### src/rtl/ratio_pkg.sv
package ratio_pkg;

  // Core-to-bus multiplier held in half steps: value = 2 x multiplier
  localparam logic [4:0] MULT_HALF_MIN = 5'h0c;    // 6
  localparam logic [4:0] MULT_HALF_MAX = 5'h13;    // 9.5
  localparam logic [4:0] MULT_HALF_BAD = 5'h0d;    // 6.5 is not offered

  // Bus frequency select codes; every other code is reserved
  localparam logic [2:0] FREQ_SEL_266 = 3'h0;
  localparam logic [2:0] FREQ_SEL_333 = 3'h4;
  localparam logic [2:0] FREQ_SEL_400 = 3'h6;

  // Bus rate grades held in the factory store
  localparam logic [1:0] GRADE_266 = 2'h0;
  localparam logic [1:0] GRADE_333 = 2'h1;
  localparam logic [1:0] GRADE_400 = 2'h2;

  // Values after reset
  localparam logic [4:0] RST_MULT_HALF = 5'h0c;
  localparam logic [2:0] RST_BUS_SEL = 3'h0;

  typedef enum logic [1:0] {
    ST_RESET = 2'h0,
    ST_LOAD = 2'h1,
    ST_RUN = 2'h3
  } cfg_state_t;

endpackage

### src/rtl/mult_if.sv
`timescale 1ns/1ps
// Multiplier handed from the configuration logic to the tick generator
interface mult_if;
  logic [4:0] mult_half;
  logic run;
  modport src (output mult_half, output run);
  modport dst (input mult_half, input run);
endinterface

### src/rtl/core_tick_gen.sv
`timescale 1ns/1ps
// Fractional tick generator: emits mult_half core ticks per bus cycle,
// two phases per bus cycle so that half multipliers come out exact.
module core_tick_gen
  import ratio_pkg::*;
(
  input wire logic i_core_clk,
  input wire logic i_rst,
  mult_if.dst m,
  output logic [4:0] o_ticks
);

  logic phase_r;
  logic [4:0] ticks_r;
  logic [4:0] ticks_nxt;
  logic phase_nxt;

  // Odd half-multipliers split as floor and ceil over the two half cycles; one phase bit is all the state needed
  assign phase_nxt = ~phase_r;
  assign ticks_nxt = phase_r ? (m.mult_half - (m.mult_half >> 1)) : (m.mult_half >> 1);

  // Ticks per half bus cycle; two consecutive values sum to mult_half
  always_ff @(posedge i_core_clk) begin
    if (i_rst || !m.run) begin
      phase_r <= 1'b0;
      ticks_r <= 5'h00;
    end else begin
      phase_r <= phase_nxt;
      ticks_r <= ticks_nxt;
    end
  end

  assign o_ticks = ticks_r;

  AST_TICK_PAIR: assert property (@(posedge i_core_clk) disable iff (i_rst)
    (m.run && $past(m.run) && $past(m.run, 2) && $stable(m.mult_half) && $past(m.mult_half) == $past(m.mult_half, 2))
      |-> (5'(o_ticks + $past(o_ticks)) == m.mult_half))
    else $error("tick pair does not sum to multiplier");

endmodule

### src/rtl/bus_ratio_and_freq_select.sv
`timescale 1ns/1ps
// Operation
// - Core ticks follow selected multiplier per bus clock
// - Factory multiplier defaults to rated top speed
// - Load stored maximum multiplier in the two cycles after reset release
// - Software may lower multiplier, never above max
// - Multipliers 6 to 9.5 in half steps, except 6.5
// - Select codes 000, 100, 110 for bus rates
// - Power-up select shows part's top bus rate
// - All bus agents share one frequency
module bus_ratio_and_freq_select
  import ratio_pkg::*;
(
  input wire logic i_core_clk,
  input wire logic i_rst,
  input wire logic [4:0] i_fuse_mult_half,
  input wire logic [1:0] i_fuse_bus_grade,
  input wire logic i_limit_wr,
  input wire logic [4:0] i_limit_mult_half,
  output logic [4:0] o_mult_half,
  output logic o_limit_rejected,
  output logic [2:0] o_bus_freq_select_out,
  output logic o_cfg_ready,
  output logic [4:0] o_core_ticks
);

  ////////////////////////////////////////////////////////////////////////////
  // Decoding helpers

  // 6.5 is the one gap in the half-step range, so it is refused by name
  // A half-step value is legal if inside 6..9.5 and not 6.5
  function automatic logic mult_ok(input logic [4:0] v);
    mult_ok = (v >= MULT_HALF_MIN) && (v <= MULT_HALF_MAX) && (v != MULT_HALF_BAD);
  endfunction

  // Map a grade to its select code; unknown grades fall to the slowest rate
  function automatic logic [2:0] grade_code(input logic [1:0] g);
    case (g)
      GRADE_400: grade_code = FREQ_SEL_400;
      GRADE_333: grade_code = FREQ_SEL_333;
      default: grade_code = FREQ_SEL_266;
    endcase
  endfunction

  ////////////////////////////////////////////////////////////////////////////
  // State and registers

  cfg_state_t state_r;
  cfg_state_t state_nxt;
  logic [4:0] max_mult_r;
  logic [4:0] cur_mult_r;
  logic [4:0] cur_mult_nxt;
  logic [2:0] bus_sel_r;
  logic rej_r;
  logic rej_nxt;
  logic fuse_ok;
  logic [4:0] fuse_mult;
  logic limit_ok;
  logic limit_take;

  mult_if mlink();

  // A bad fuse value falls back to the slowest legal multiplier
  assign fuse_ok = mult_ok(i_fuse_mult_half);
  assign fuse_mult = fuse_ok ? i_fuse_mult_half : MULT_HALF_MIN;

  // Raising back up is allowed; only the stored ceiling itself is hard
  // A request is honoured only if legal and not above the stored ceiling
  assign limit_ok = mult_ok(i_limit_mult_half) && (i_limit_mult_half <= max_mult_r);
  assign limit_take = (state_r == ST_RUN) && i_limit_wr && limit_ok;

  ////////////////////////////////////////////////////////////////////////////
  // Configuration sequence: straps are caught on the first cycle after reset

  // Reset, one capture cycle, one load cycle, then run until the next reset
  always_comb begin
    case (state_r)
      ST_RESET: state_nxt = ST_LOAD;
      ST_LOAD: state_nxt = ST_RUN;
      ST_RUN: state_nxt = ST_RUN;
      default: state_nxt = ST_RESET;
    endcase
  end

  // Next multiplier: fuse on load, software sets it at or below the ceiling while running
  always_comb begin
    cur_mult_nxt = cur_mult_r;
    rej_nxt = 1'b0;
    case (state_r)
      // Load the captured ceiling, so a strap moving after capture cannot lift it
      ST_LOAD: cur_mult_nxt = max_mult_r;
      ST_RUN: begin
        if (limit_take) begin
          cur_mult_nxt = i_limit_mult_half;
        end
        rej_nxt = i_limit_wr && !limit_ok;
      end
      default: cur_mult_nxt = cur_mult_r;
    endcase
  end

  // State register
  always_ff @(posedge i_core_clk) begin
    if (i_rst) begin
      state_r <= ST_RESET;
    end else begin
      state_r <= state_nxt;
    end
  end

  // Stored ceiling and select code are caught once, after reset release
  always_ff @(posedge i_core_clk) begin
    if (i_rst) begin
      max_mult_r <= RST_MULT_HALF;
      bus_sel_r <= RST_BUS_SEL;
    end else if (state_r == ST_RESET) begin
      max_mult_r <= fuse_mult;
      bus_sel_r <= grade_code(i_fuse_bus_grade);
    end
  end

  // Working multiplier and the one-cycle refusal pulse
  always_ff @(posedge i_core_clk) begin
    if (i_rst) begin
      cur_mult_r <= RST_MULT_HALF;
      rej_r <= 1'b0;
    end else begin
      cur_mult_r <= cur_mult_nxt;
      rej_r <= rej_nxt;
    end
  end

  ////////////////////////////////////////////////////////////////////////////
  // Outputs and core tick generator

  assign mlink.mult_half = cur_mult_r;
  assign mlink.run = (state_r == ST_RUN);

  core_tick_gen u_tick (
    .i_core_clk(i_core_clk),
    .i_rst(i_rst),
    .m(mlink.dst),
    .o_ticks(o_core_ticks)
  );

  // Ready is decoded from state; it is a handshake, not data
  assign o_mult_half = cur_mult_r;
  assign o_limit_rejected = rej_r;
  assign o_bus_freq_select_out = bus_sel_r;
  assign o_cfg_ready = (state_r == ST_RUN);

  ////////////////////////////////////////////////////////////////////////////
  // Checks

  AST_NEVER_ABOVE_MAX: assert property (@(posedge i_core_clk) disable iff (i_rst)
    o_cfg_ready |-> (o_mult_half <= max_mult_r))
    else $error("multiplier above stored maximum");

  AST_MULT_LEGAL: assert property (@(posedge i_core_clk) disable iff (i_rst)
    o_cfg_ready |-> ((o_mult_half >= 5'h0c) && (o_mult_half <= 5'h13) && (o_mult_half != 5'h0d)))
    else $error("illegal multiplier in use");

  AST_SEL_LEGAL: assert property (@(posedge i_core_clk) disable iff (i_rst)
    o_cfg_ready |-> (o_bus_freq_select_out inside {3'h0, 3'h4, 3'h6}))
    else $error("reserved select code driven");

  AST_SEL_STABLE: assert property (@(posedge i_core_clk) disable iff (i_rst)
    (o_cfg_ready && $past(o_cfg_ready)) |-> $stable(o_bus_freq_select_out))
    else $error("select code changed after power-up");

  AST_LOAD_FUSE: assert property (@(posedge i_core_clk) disable iff (i_rst)
    (state_r == ST_LOAD) |=> (o_mult_half == $past(max_mult_r)) && o_cfg_ready)
    else $error("stored multiplier not loaded");

  AST_LIMIT_APPLY: assert property (@(posedge i_core_clk) disable iff (i_rst)
    limit_take |=> (o_mult_half == $past(i_limit_mult_half)) && !o_limit_rejected)
    else $error("legal limit not applied");

  AST_LIMIT_REJECT: assert property (@(posedge i_core_clk) disable iff (i_rst)
    (o_cfg_ready && i_limit_wr && !limit_ok) |=> o_limit_rejected && $stable(o_mult_half))
    else $error("illegal limit not refused");

  AST_GRADE_SEL: assert property (@(posedge i_core_clk) disable iff (i_rst)
    (state_r == ST_RESET && i_fuse_bus_grade == 2'h2) |-> ##2 (o_bus_freq_select_out == 3'h6))
    else $error("top grade not shown on select");

  ////////////////////////////////////////////////////////////////////////////
  // Checks on reset, idle, refusal and hold-while-running paths

  // Checked without a disable so that the reset branch itself is covered
  AST_RESET_OUT: assert property (@(posedge i_core_clk)
    i_rst |=> (o_mult_half == RST_MULT_HALF) && !o_cfg_ready && !o_limit_rejected
      && (o_bus_freq_select_out == RST_BUS_SEL) && (o_core_ticks == 5'h00))
    else $error("outputs not at reset values");

  // A refusal pulse must trace back to a bad write taken while running
  AST_REJECT_CAUSE: assert property (@(posedge i_core_clk) disable iff (i_rst)
    o_limit_rejected |-> $past(o_cfg_ready && i_limit_wr && !limit_ok))
    else $error("refusal without a refused write");

  // Writes made before the run state are dropped, neither applied nor refused
  AST_IDLE_WRITE: assert property (@(posedge i_core_clk) disable iff (i_rst)
    (!o_cfg_ready && i_limit_wr) |=> !o_limit_rejected)
    else $error("write before ready was acted on");

  // The ceiling is caught once; nothing but reset may move it afterwards
  AST_MAX_HELD: assert property (@(posedge i_core_clk) disable iff (i_rst)
    (o_cfg_ready && $past(o_cfg_ready)) |-> $stable(max_mult_r))
    else $error("stored maximum moved while running");

  // No core ticks are reported until the multiplier has settled
  AST_TICKS_IDLE: assert property (@(posedge i_core_clk) disable iff (i_rst)
    !o_cfg_ready |=> (o_core_ticks == 5'h00))
    else $error("core ticks before configuration");

  // Select lines move only at the capture cycle, never while the bus runs
  AST_SEL_HELD: assert property (@(posedge i_core_clk) disable iff (i_rst)
    (state_r != ST_RESET) |=> $stable(o_bus_freq_select_out))
    else $error("select code moved outside capture");

endmodule

### config.mk
export PLATFORM = sky130hd
export DESIGN_NAME = bus_ratio_and_freq_select
export DESIGN_NICKNAME = d
export VERILOG_FILES = /design/src/rtl/ratio_pkg.sv /design/src/rtl/mult_if.sv /design/src/rtl/core_tick_gen.sv /design/src/rtl/bus_ratio_and_freq_select.sv
export SDC_FILE = /design/constraint.sdc
export NUM_CORES = 1
export LEC_CHECK = 0
export ABC_AREA = 1
export BUFFER_PORTS_ARGS = -buffer_cell sky130_fd_sc_hd__buf_2
export CAP_MARGIN = 20
export CORE_MARGIN = 1
export CORE_UTILIZATION = 40
export DETAILED_ROUTE_END_ITERATION = 10
export PLACE_DENSITY = 0.59
export SLEW_MARGIN = 20
export SYNTH_ARGS = -nofsm -noshare
export SYNTH_HDL_FRONTEND = slang
export SYNTH_SLANG_ARGS = --single-unit
### constraint.sdc
create_clock -name i_core_clk -period 1.8 [get_ports i_core_clk]
set_clock_uncertainty 0.15 [all_clocks]
set_input_delay 0.09 -clock i_core_clk [delete_from_list [all_inputs] [get_ports i_core_clk]]
set_output_delay 0.09 -clock i_core_clk [all_outputs]
set_load 0.01 [all_outputs]
==> flow_metrics.py, run 1 <==
metrics = {
    "run_status": {
        "status": "finished, violations left",
        "violations": "design-rule violations",
    },
    "sta": {
        "setup_ws_ns": 0.0876,
        "period_share_pct": 95.1,
        "rsz0062_at_grt": "true",
        "finalWorstPathRequiredPeriod_ns": 1.71,
        "slew_violations": 0,
        "hold_viol_final": 0,
        "finalSetupViolCount": 0,
        "fmax_mhz": 584,
        "worst_pin_slew_ns": 0.618,
        "relSlewSlack_pct": 58.8,
        "hold_slack_ns": 0.0729,
    },
    "cts": {
        "cts_buffers": 3,
        "insertion_delay_ns": 0.30,
        "clock-sinks": 21,
        "cts-root-buf": "clkbuf_4",
        "htreeDepth": 1,
        "cts.path.max_buffers": 2,
        "clk_pin_slew_ns": 0.12,
        "cts_tree": "done",
    },
    "synthesis": {
        "ys.flop_type": "dfxtp_1",
        "synth_cell_types": 28,
        "ys_ff_latch": 21,
        "syn_nets": 190,
        "syn_area_per_cell_um2": 7.29,
        "synth_top_area_cell": "dfxtp_1",
        "mappedNetlistArea_um2": 1200,
        "yosys-top-cells-area": "dfxtp_1 (35%), ha_1 (10%), nand2_1 (9.1%), inv_1 (8.8%), a21oi_1 (6.3%)",
        "yosysTopAreaCellShare_pct": 35.1,
        "yosysSeqAreaShare_pct": 35.1,
        "synth_edf_count": 0,
        "async_flop_share_pct": 0,
        "synth_top_cells_by_count": "nand2_1 (29), inv_1 (28), dfxtp_1 (21)",
        "netlist_instances": 164,
        "yosys.cell_count.top_type": "nand2_1",
        "ys_warn_count": 0,
    },
    "placement": {
        "pre_cts_slack_ns": 0.00350,
        "dp_cells": 223,
        "dp_hpwl_mm": 1.98,
        "place_congestion": 0.857,
        "port_buffers": 28,
    },
    "run": {
        "cap_violations": 0,
    },
    "grt": {
        "grt.total_usage_pct": 17.3,
        "grt_pass1_wl_mm": 4.42,
        "grt_overflow_total": 0,
        "grt_pass1_vias": 1066,
        "antenna_found_initial": 0,
        "grt_max_degree": 12,
    },
    "worst_setup_path": {
        "cp_slowest_stage_delay_ns": 0.58,
        "critPathTopFamily": "buffers and inverters",
        "cp-start-kind": "flop",
        "cp_data_required_time_ns": 1.85,
        "crit_type": "flop to flop",
        "endpoint_kind": "flop",
        "crit_slowest_cell": "dlygate4sd3_1",
        "path_buf_inv": 3,
        "path_cells": "nor2_1 > buf_4 > o31ai_1 > dlygate4sd3_1 > nand2_1 > inv_1 > o21ai_0",
        "crit_path_max_fanout": 9,
        "crit_arrival_ns": 1.76,
    },
    "detailed_routing": {
        "routedWlPerCell_um": 11.4,
        "drt_wl_total_mm": 2.74,
        "dr.pass1.iters": 7,
        "antenna_left": 0,
        "detail_route.vias_per_cell": 4.90,
        "drc": 5,
        "first_iter_violations": 39,
        "vias": 1177,
    },
    "floorplan": {
        "die_h_um": 56.7,
        "fp-row-count": 19,
        "die-area_um2": 3210,
        "die_w_um": 56.7,
        "ios": 30,
        "core_area_um2": 2810,
        "initial_utilization_pct": 42.6,
    },
    "layout": {
        "syn2layout_area_growth_pct": 38.5,
        "antenna_cells": 0,
        "fin_nets": 236,
        "final_cells": 240,
        "drive_above_1_share_pct": 40.2,
    },
    "power_and_ir_drop": {
        "p_per_area_nw_per_um2": 648,
        "ir_drop_v": 0.000322,
        "p_leak_nw": 0.828,
    },
    "worst_hold_path": {
        "hp-class": "primary input to flop",
    },
}
==> worst paths after layout <==
kind         slack [ns]                   from  cells after the start                                     to
max                0.09  state_r[1]$_SDFF_PP0_                      7             max_mult_r[2]$_SDFFE_PP1N_
min reg2reg        0.33  state_r[0]$_SDFF_PP0_                      2                  state_r[1]$_SDFF_PP0_
max reg2reg        0.09  state_r[1]$_SDFF_PP0_                      7             max_mult_r[2]$_SDFFE_PP1N_
min                0.07    i_fuse_bus_grade[0]                      5  o_bus_freq_select_out[1]$_SDFFE_PP0N_
==> through the flow <==
step                      total power, mW  utilization (%)  setup TNS (ns)  cell area (µm²)
after global placement              0.765             49.1               0             1380
after floorplan                     0.691                -               0             1200
final                                1.07             59.1               0             1660
after detailed placement            0.771             49.1               0             1380
after CTS                            1.02             53.0               0             1490
after global routing                 1.15             59.1         -0.0335             1660
==> worst min-delay path: cells and delay by family <==
kind	cells	cell delay (ns)
buffers and inverters	2	0.14
adders and majority gates	1	0.14
and+or+nand+nor	2	0.13
==> placed cells by master, fill, tap and decap left out, types with 8 or more instances in the layout <==
cell / count
buf_2: 28
inv_1: 23
nand2_1: 23
dfxtp_1: 13
a21oi_1: 12
inv_2: 11
nor2_1: 11
o21ai_0: 10
nand3_1: 10
dlygate4sd3_1: 8
dfxtp_2: 8
==> routing by layer <==
layer	up-vias	wire length [µm]	track usage, %
met2	28	1320	27.7
met4	0	16	6.43
li1	612	-	-
met5	-	0	0
met1	535	1310	22.7
met3	2	89	3.46
==> repair_timing <==
item | in CTS | in global routing
hold buffers | 8 | 1
setup endpoints to repair | 1 | 9
setup buffers | 0 | 5
gates resized for setup | 1 | 35
hold endpoints to repair | 8 | 1
pin swaps | 0 | 18
==> state kept, by name, indices dropped and copies added, names as in the netlist <==
| signal | cells |
|---|---|
| u_tick.o_ticks | 5 |
| u_tick.phase_r | 1 |
| state_r | 2 |
| o_mult_half | 5 |
| o_bus_freq_select_out | 2 |
| o_limit_rejected | 1 |
| max_mult_r | 5 |
==> cell families (layout without fill, tap and decap cells) <==
family	count (synthesis)	in the layout	synth area share [%]
xor gates and xnor gates	1	1	0.732
DFF	21	21	35.1
AOI/OAI and AO/OA	32	32	14.7
and+or+nand+nor	62	62	25.2
other	1	1	0.314
buffers and inverters	36	81	11.7
adders and majority gates	11	11	12.1
==> area by class of cell <==
cell class              count  area [µm²]
fillers                   273        1150
multi-input cells         107         753
flip-flops and latches     21         430
repair buffers             43         280
inverters                  34         128
well taps                  31        38.8
clock buffers               4        26.3
==> power breakdown <==
group          internal (mW)  leakage (nW)  switching (mW)
registers              0.494         0.173          0.0227
clock network         0.0863        0.0150           0.143
logic                  0.153         0.640           0.174
Note: power is estimated with default switching activity, not from simulation.
==> run 2, diff against run 1 <==
- HOLD_SLACK_MARGIN: unset -> 0.12
==> run 2 against run 1 <==
The run still ends with design-rule violations left. Global-route usage is 0.48 points higher. Hold slack better by 0.048 ns. Power is 0.97% higher. Setup slack worse by 0.0099 ns. Clock power hardly changed. Clock-buffer cell count stayed put. Sequential share of layout area is 0.71 points lower. Critical path type is now primary input to flop. Largest cell class unchanged.
==> flow_metrics.py, run 2 (synthesized netlist as in run 1, its figures left out) <==
metrics = {
    "run_status": {
        "status": "finished, violations left",
        "violations": "design-rule violations",
    },
    "worst_setup_path": {
        "crit_arrival_ns": 1.78,
        "cp_slowest_stage_delay_ns": 0.60,
        "crit_path_max_fanout": 5,
        "cp-start-kind": "primary input",
        "cp_data_required_time_ns": 1.86,
        "path_cells": "dlygate4sd3_1 > ha_4 > nand2_1 > nor2_2 > buf_4 > nand2_2 > nand2_4 > nand3_4 > a21oi_2 > nor2_1",
        "crit_slowest_cell": "dlygate4sd3_1",
        "crit_type": "primary input to flop",
        "rrSetupSlack_ns": 0.08,
        "endpoint_kind": "flop",
    },
    "detailed_routing": {
        "first_iter_violations": 46,
        "antenna_left": 0,
        "drt_wl_total_mm": 2.77,
        "detail_route.vias_per_cell": 4.93,
        "drc": 5,
        "routedWlPerCell_um": 11.5,
        "vias": 1194,
        "dr.pass1.iters": 7,
    },
    "sta": {
        "fin_setup_tns_ns": 0,
        "fmax_mhz": 581,
        "relSlewSlack_pct": 49.8,
        "finalWorstPathRequiredPeriod_ns": 1.72,
        "rsz0062_at_grt": "true",
        "slew_violations": 0,
        "worst_pin_slew_ns": 0.753,
        "hold_slack_ns": 0.121,
        "finalSetupViolCount": 0,
        "hold_viol_final": 0,
        "period_share_pct": 95.7,
    },
    "cts": {
        "clk_pin_slew_ns": 0.12,
        "htreeDepth": 1,
        "insertion_delay_ns": 0.30,
        "cts_tree": "done",
        "cts-root-buf": "clkbuf_4",
        "cts.path.max_buffers": 2,
        "cts_buffers": 3,
        "clock-sinks": 21,
    },
    "grt": {
        "grt.busiest_layer": "met2",
        "grt.total_usage_pct": 17.7,
        "grt_overflow_total": 0,
        "use_met3_pct": 3.46,
        "grt_max_degree": 12,
        "grt_use_met1_pct": 23.4,
        "use_met2_pct": 28.6,
        "grt_pass1_wl_mm": 4.54,
        "grt_pass1_vias": 1089,
        "antenna_found_initial": 0,
    },
    "layout": {
        "layout_commonest_cell": "inv_1",
        "antenna_cells": 0,
        "fin_nets": 238,
        "fin_area_um2": 1700,
        "final_cells": 242,
        "multi_input_area_um2": 769,
        "drive_above_1_share_pct": 37.9,
        "syn2layout_area_growth_pct": 42.4,
        "fillCellCount": 270,
        "final_cell_mix": "inv_1 (25), buf_2 (24), nand2_1 (23)",
        "regArea_um2": 430,
    },
    "placement": {
        "dp_cells": 223,
        "placed_area_um2": 1380,
        "port_buffers": 28,
        "dp_hpwl_mm": 1.98,
        "place_congestion": 0.857,
    },
    "run": {
        "cap_violations": 0,
    },
    "power_and_ir_drop": {
        "internal_power_mw": 0.736,
        "ir_drop_v": 0.000322,
        "p_per_area_nw_per_um2": 637,
        "p_leak_nw": 0.865,
        "power_frac_comb_pct": 31.1,
        "p_switching_mw": 0.348,
        "seqPwrFrac_pct": 47.5,
        "swShare_pct": 32.1,
        "p_clk_share_pct": 21.4,
    },
    "worst_hold_path": {
        "hp-class": "primary input to flop",
    },
    "floorplan": {
        "die_h_um": 56.7,
        "ios": 30,
        "core_area_um2": 2810,
        "fp-row-count": 19,
        "die-area_um2": 3210,
        "initial_utilization_pct": 42.6,
        "die_w_um": 56.7,
    },
}
==> run 2: changes by cell type in the layout (fill, tap and decap cells not counted), moves of 2 or more <==
cell and change:
inv_2 -2, nand3_2 +3, inv_1 +2, ha_4 -2
nand3_1 -3, ha_1 +2, dlymetal6s4s_1 +2, dlygate4sd3_1 +4
buf_6 -2, buf_2 -4
==> run 2: cell type report <==
| class | count | share of cell area, % |
|---|---|---|
| Clock buffer | 4 | 1.54 |
| Inverter | 34 | 7.49 |
| Tap cell | 31 | 2.28 |
| Sequential cell | 21 | 25.3 |
| Multi-Input combinational cell | 108 | 45.2 |
| Timing Repair Buffer | 44 | 18.2 |
==> run 2: per-stage QoR <==
step	utilization [%]	total power, mW	worst slack (ns)
6_report	60.7	1.08	0.0776
5_1_grt	60.7	1.16	-0.0286
4_1_cts	55.5	1.03	0.0335
3_5_place_dp	49.1	0.771	0.00350
3_3_place_gp	49.1	0.765	0.0710
2_1_floorplan	-	0.691	0.0423
==> run 2: path summary, 6_finish.rpt <==
kind / startpoint / endpoint / cells past startpoint
max: i_limit_mult_half[2] / o_mult_half[0]$_SDFFE_PP0P_ / 10
min: i_fuse_mult_half[4] / max_mult_r[0]$_SDFFE_PP0N_ / 5
max reg2reg: max_mult_r[4]$_SDFFE_PP0N_ / o_mult_half[0]$_SDFFE_PP0P_ / 10
min reg2reg: state_r[0]$_SDFF_PP0_ / state_r[1]$_SDFF_PP0_ / 2
==> run 2: metal layers <==
metal  share of wire, %  vias to the layer above
li1                   -                      613
met4               0.54                        0
met5                  0                        -
met2                 48                       36
met1                 47                      543
met3                4.2                        2
==> run 2: power by group through the flow <==
| stage | logic (mW) | clock network, mW | registers [mW] |
|---|---|---|---|
| floorplan | 0.163 | 0 | 0.527 |
| global placement | 0.244 | 0 | 0.520 |
| detailed placement | 0.249 | 0 | 0.521 |
| CTS | 0.279 | 0.239 | 0.511 |
| global route | 0.379 | 0.260 | 0.519 |
| finish | 0.337 | 0.232 | 0.515 |
==> run 2: what timing repair did <==
| action | CTS | global route |
|---|---|---|
| buffers inserted | 0 | 4 |
| pin swaps | 0 | 14 |
| endpoints found under the hold margin | 16 | 1 |
| gates resized for setup | 1 | 37 |
| setup endpoints to repair | 1 | 10 |
| gates cloned | 0 | 1 |
| hold buffers | 15 | 1 |
==> run 2: worst max-delay path, delay by kind of cell <==
kind	cells	cell delay, ns
compound gates	1	0.18
fa+ha+maj	1	0.28
buf+inv	2	0.72
simple gates	6	0.52
==> run 3, diff against run 2 <==
- RECOVER_POWER: unset -> 100
==> run 3 against run 2 <==
The run still ends with design-rule violations left. Sequential power hardly changed. Sequential share of layout area is 0.19 points higher. Power is 0.18% lower. Cell count stayed put. Clock power hardly changed. Critical path depth stayed put. Maximum frequency hardly changed. First-iteration DRC count stayed put. Wire length is 0.14% higher. Die area stayed put. Final area is 0.73% lower. Combinational power hardly changed. Largest power group unchanged.
==> flow_metrics.py, run 3 (synthesized netlist as in run 1, its figures left out) <==
metrics = {
    "sta": {
        "relSlewSlack_pct": 49.8,
        "setup_ws_ns": 0.0775,
        "worst_pin_slew_ns": 0.753,
        "period_share_pct": 95.7,
        "finalWorstPathRequiredPeriod_ns": 1.72,
        "fin_setup_tns_ns": 0,
        "fmax_mhz": 581,
        "finalSetupViolCount": 0,
        "hold_slack_ns": 0.120,
        "slew_violations": 0,
        "hold_viol_final": 0,
        "rsz0062_at_grt": "true",
    },
    "cts": {
        "cts.path.max_buffers": 2,
        "insertion_delay_ns": 0.30,
        "clk_pin_slew_ns": 0.12,
        "clock-sinks": 21,
        "cts-root-buf": "clkbuf_4",
        "htreeDepth": 1,
        "cts_buffers": 3,
        "cts_tree": "done",
    },
    "worst_hold_path": {
        "whs_endpoint": "max_mult_r[0]$_SDFFE_PP0N_",
        "min_from": "i_fuse_mult_half[4]",
        "hp-class": "primary input to flop",
        "whs_path_depth": 5,
    },
    "grt": {
        "grt.total_usage_pct": 17.7,
        "grt_pass1_wl_mm": 4.54,
        "antenna_found_initial": 0,
        "grt_pass1_vias": 1089,
        "grt_overflow_total": 0,
        "grt_max_degree": 12,
    },
    "layout": {
        "fillCellCount": 274,
        "multi_input_area_um2": 769,
        "syn2layout_area_growth_pct": 41.3,
        "regArea_um2": 430,
        "fin_nets": 238,
        "final_cell_mix": "inv_1 (25), nand2_1 (23), buf_2 (14)",
        "layout_commonest_cell": "inv_1",
        "drive_above_1_share_pct": 33.2,
        "antenna_cells": 0,
    },
    "placement": {
        "port_buffers": 28,
        "place_congestion": 0.857,
        "dp_hpwl_mm": 1.98,
        "pre_cts_slack_ns": 0.00350,
    },
    "run": {
        "cap_violations": 0,
    },
    "worst_setup_path": {
        "rrSetupSlack_ns": 0.08,
        "cp_data_required_time_ns": 1.86,
        "cp-start-kind": "primary input",
        "crit_path_max_fanout": 5,
        "r2r-start": "o_mult_half[0]$_SDFFE_PP0P_",
        "crit_type": "primary input to flop",
        "crit_arrival_ns": 1.78,
        "reg2reg_depth": 7,
        "worstReg2RegEnd": "u_tick.o_ticks[4]$_SDFF_PP0_",
        "endpoint_kind": "flop",
    },
    "floorplan": {
        "initial_utilization_pct": 42.6,
        "die_h_um": 56.7,
        "core_area_um2": 2810,
        "die-area_um2": 3210,
        "fp-row-count": 19,
        "die_w_um": 56.7,
        "ios": 30,
    },
    "detailed_routing": {
        "routedWlPerCell_um": 11.5,
        "antenna_left": 0,
        "vias": 1182,
        "drt_wl_total_mm": 2.78,
        "first_iter_violations": 46,
        "dr.pass1.iters": 7,
        "drc": 5,
        "detail_route.vias_per_cell": 4.88,
    },
    "power_and_ir_drop": {
        "p_leak_nw": 0.825,
        "p_per_area_nw_per_um2": 640,
        "ir_drop_v": 0.000319,
    },
    "run_status": {
        "violations": "design-rule violations",
        "status": "finished, violations left",
    },
}
## run 3: per-layer routing
metal	global-route usage (%)	vias to the layer above	wire length [µm]
li1	-	613	-
met1	23.4	536	1340
met2	28.6	31	1320
met3	3.46	2	98
met4	6.43	0	15
met5	0	-	0
## run 3: worst max-delay path by stage
stage / from / endpoint / slack, ns
floorplan: o_mult_half[0]$_SDFFE_PP0P_ / u_tick.o_ticks[4]$_SDFF_PP0_ / 0.04
detailed placement: o_mult_half[0]$_SDFFE_PP0P_ / u_tick.o_ticks[4]$_SDFF_PP0_ / 0.003
global placement: o_mult_half[0]$_SDFFE_PP0P_ / u_tick.o_ticks[4]$_SDFF_PP0_ / 0.07
CTS: i_limit_mult_half[4] / o_mult_half[3]$_SDFFE_PP1P_ / 0.03
finish: i_limit_mult_half[2] / o_mult_half[0]$_SDFFE_PP0P_ / 0.08
global route: max_mult_r[4]$_SDFFE_PP0N_ / o_mult_half[0]$_SDFFE_PP0P_ / -0.03
## run 3: what timing repair did
| action | 4_1_cts | 5_1_grt |
|---|---|---|
| resized for setup | 1 | 37 |
| gates cloned | 0 | 1 |
| endpoints found under the setup margin | 1 | 10 |
| endpoints found under the hold margin | 16 | 1 |
| setup buffers | 0 | 4 |
| pin swaps | 0 | 14 |
| hold buffers | 15 | 1 |
## run 3: critical path, cell delays in order
cell	delay, ns
dlygate4sd3_1	0.60
ha_4	0.28
nand2_1	0.06
nor2_2	0.12
buf_4	0.12
nand2_2	0.05
nand2_4	0.09
nand3_4	0.14
a21oi_2	0.18
nor2_1	0.06
## run 3: stage by stage
stage,std cells,area (µm²),power [mW],util [%]
5_1_grt,242,1690,1.16,60.3
2_1_floorplan,164,1200,0.691,-
3_5_place_dp,223,1380,0.771,49.1
4_1_cts,242,1560,1.03,55.5
3_3_place_gp,223,1380,0.765,49.1
6_report,242,1690,1.08,60.3
## run 3: cell type report
class / count / share of cell area [%]
multi-input cells: 108 / 45.5
flip-flops and latches: 21 / 25.5
repair buffers: 44 / 17.6
inverters: 34 / 7.55
well taps: 31 / 2.29
clock buffers: 4 / 1.55
## run 3: report_power, final
group / total [mW] / internal (mW) / switching [mW] / leakage [nW]
Sequential: 0.515 / 0.494 / 0.0210 / 0.173
Combinational: 0.334 / 0.153 / 0.181 / 0.637
Clock: 0.233 / 0.0864 / 0.146 / 0.0150
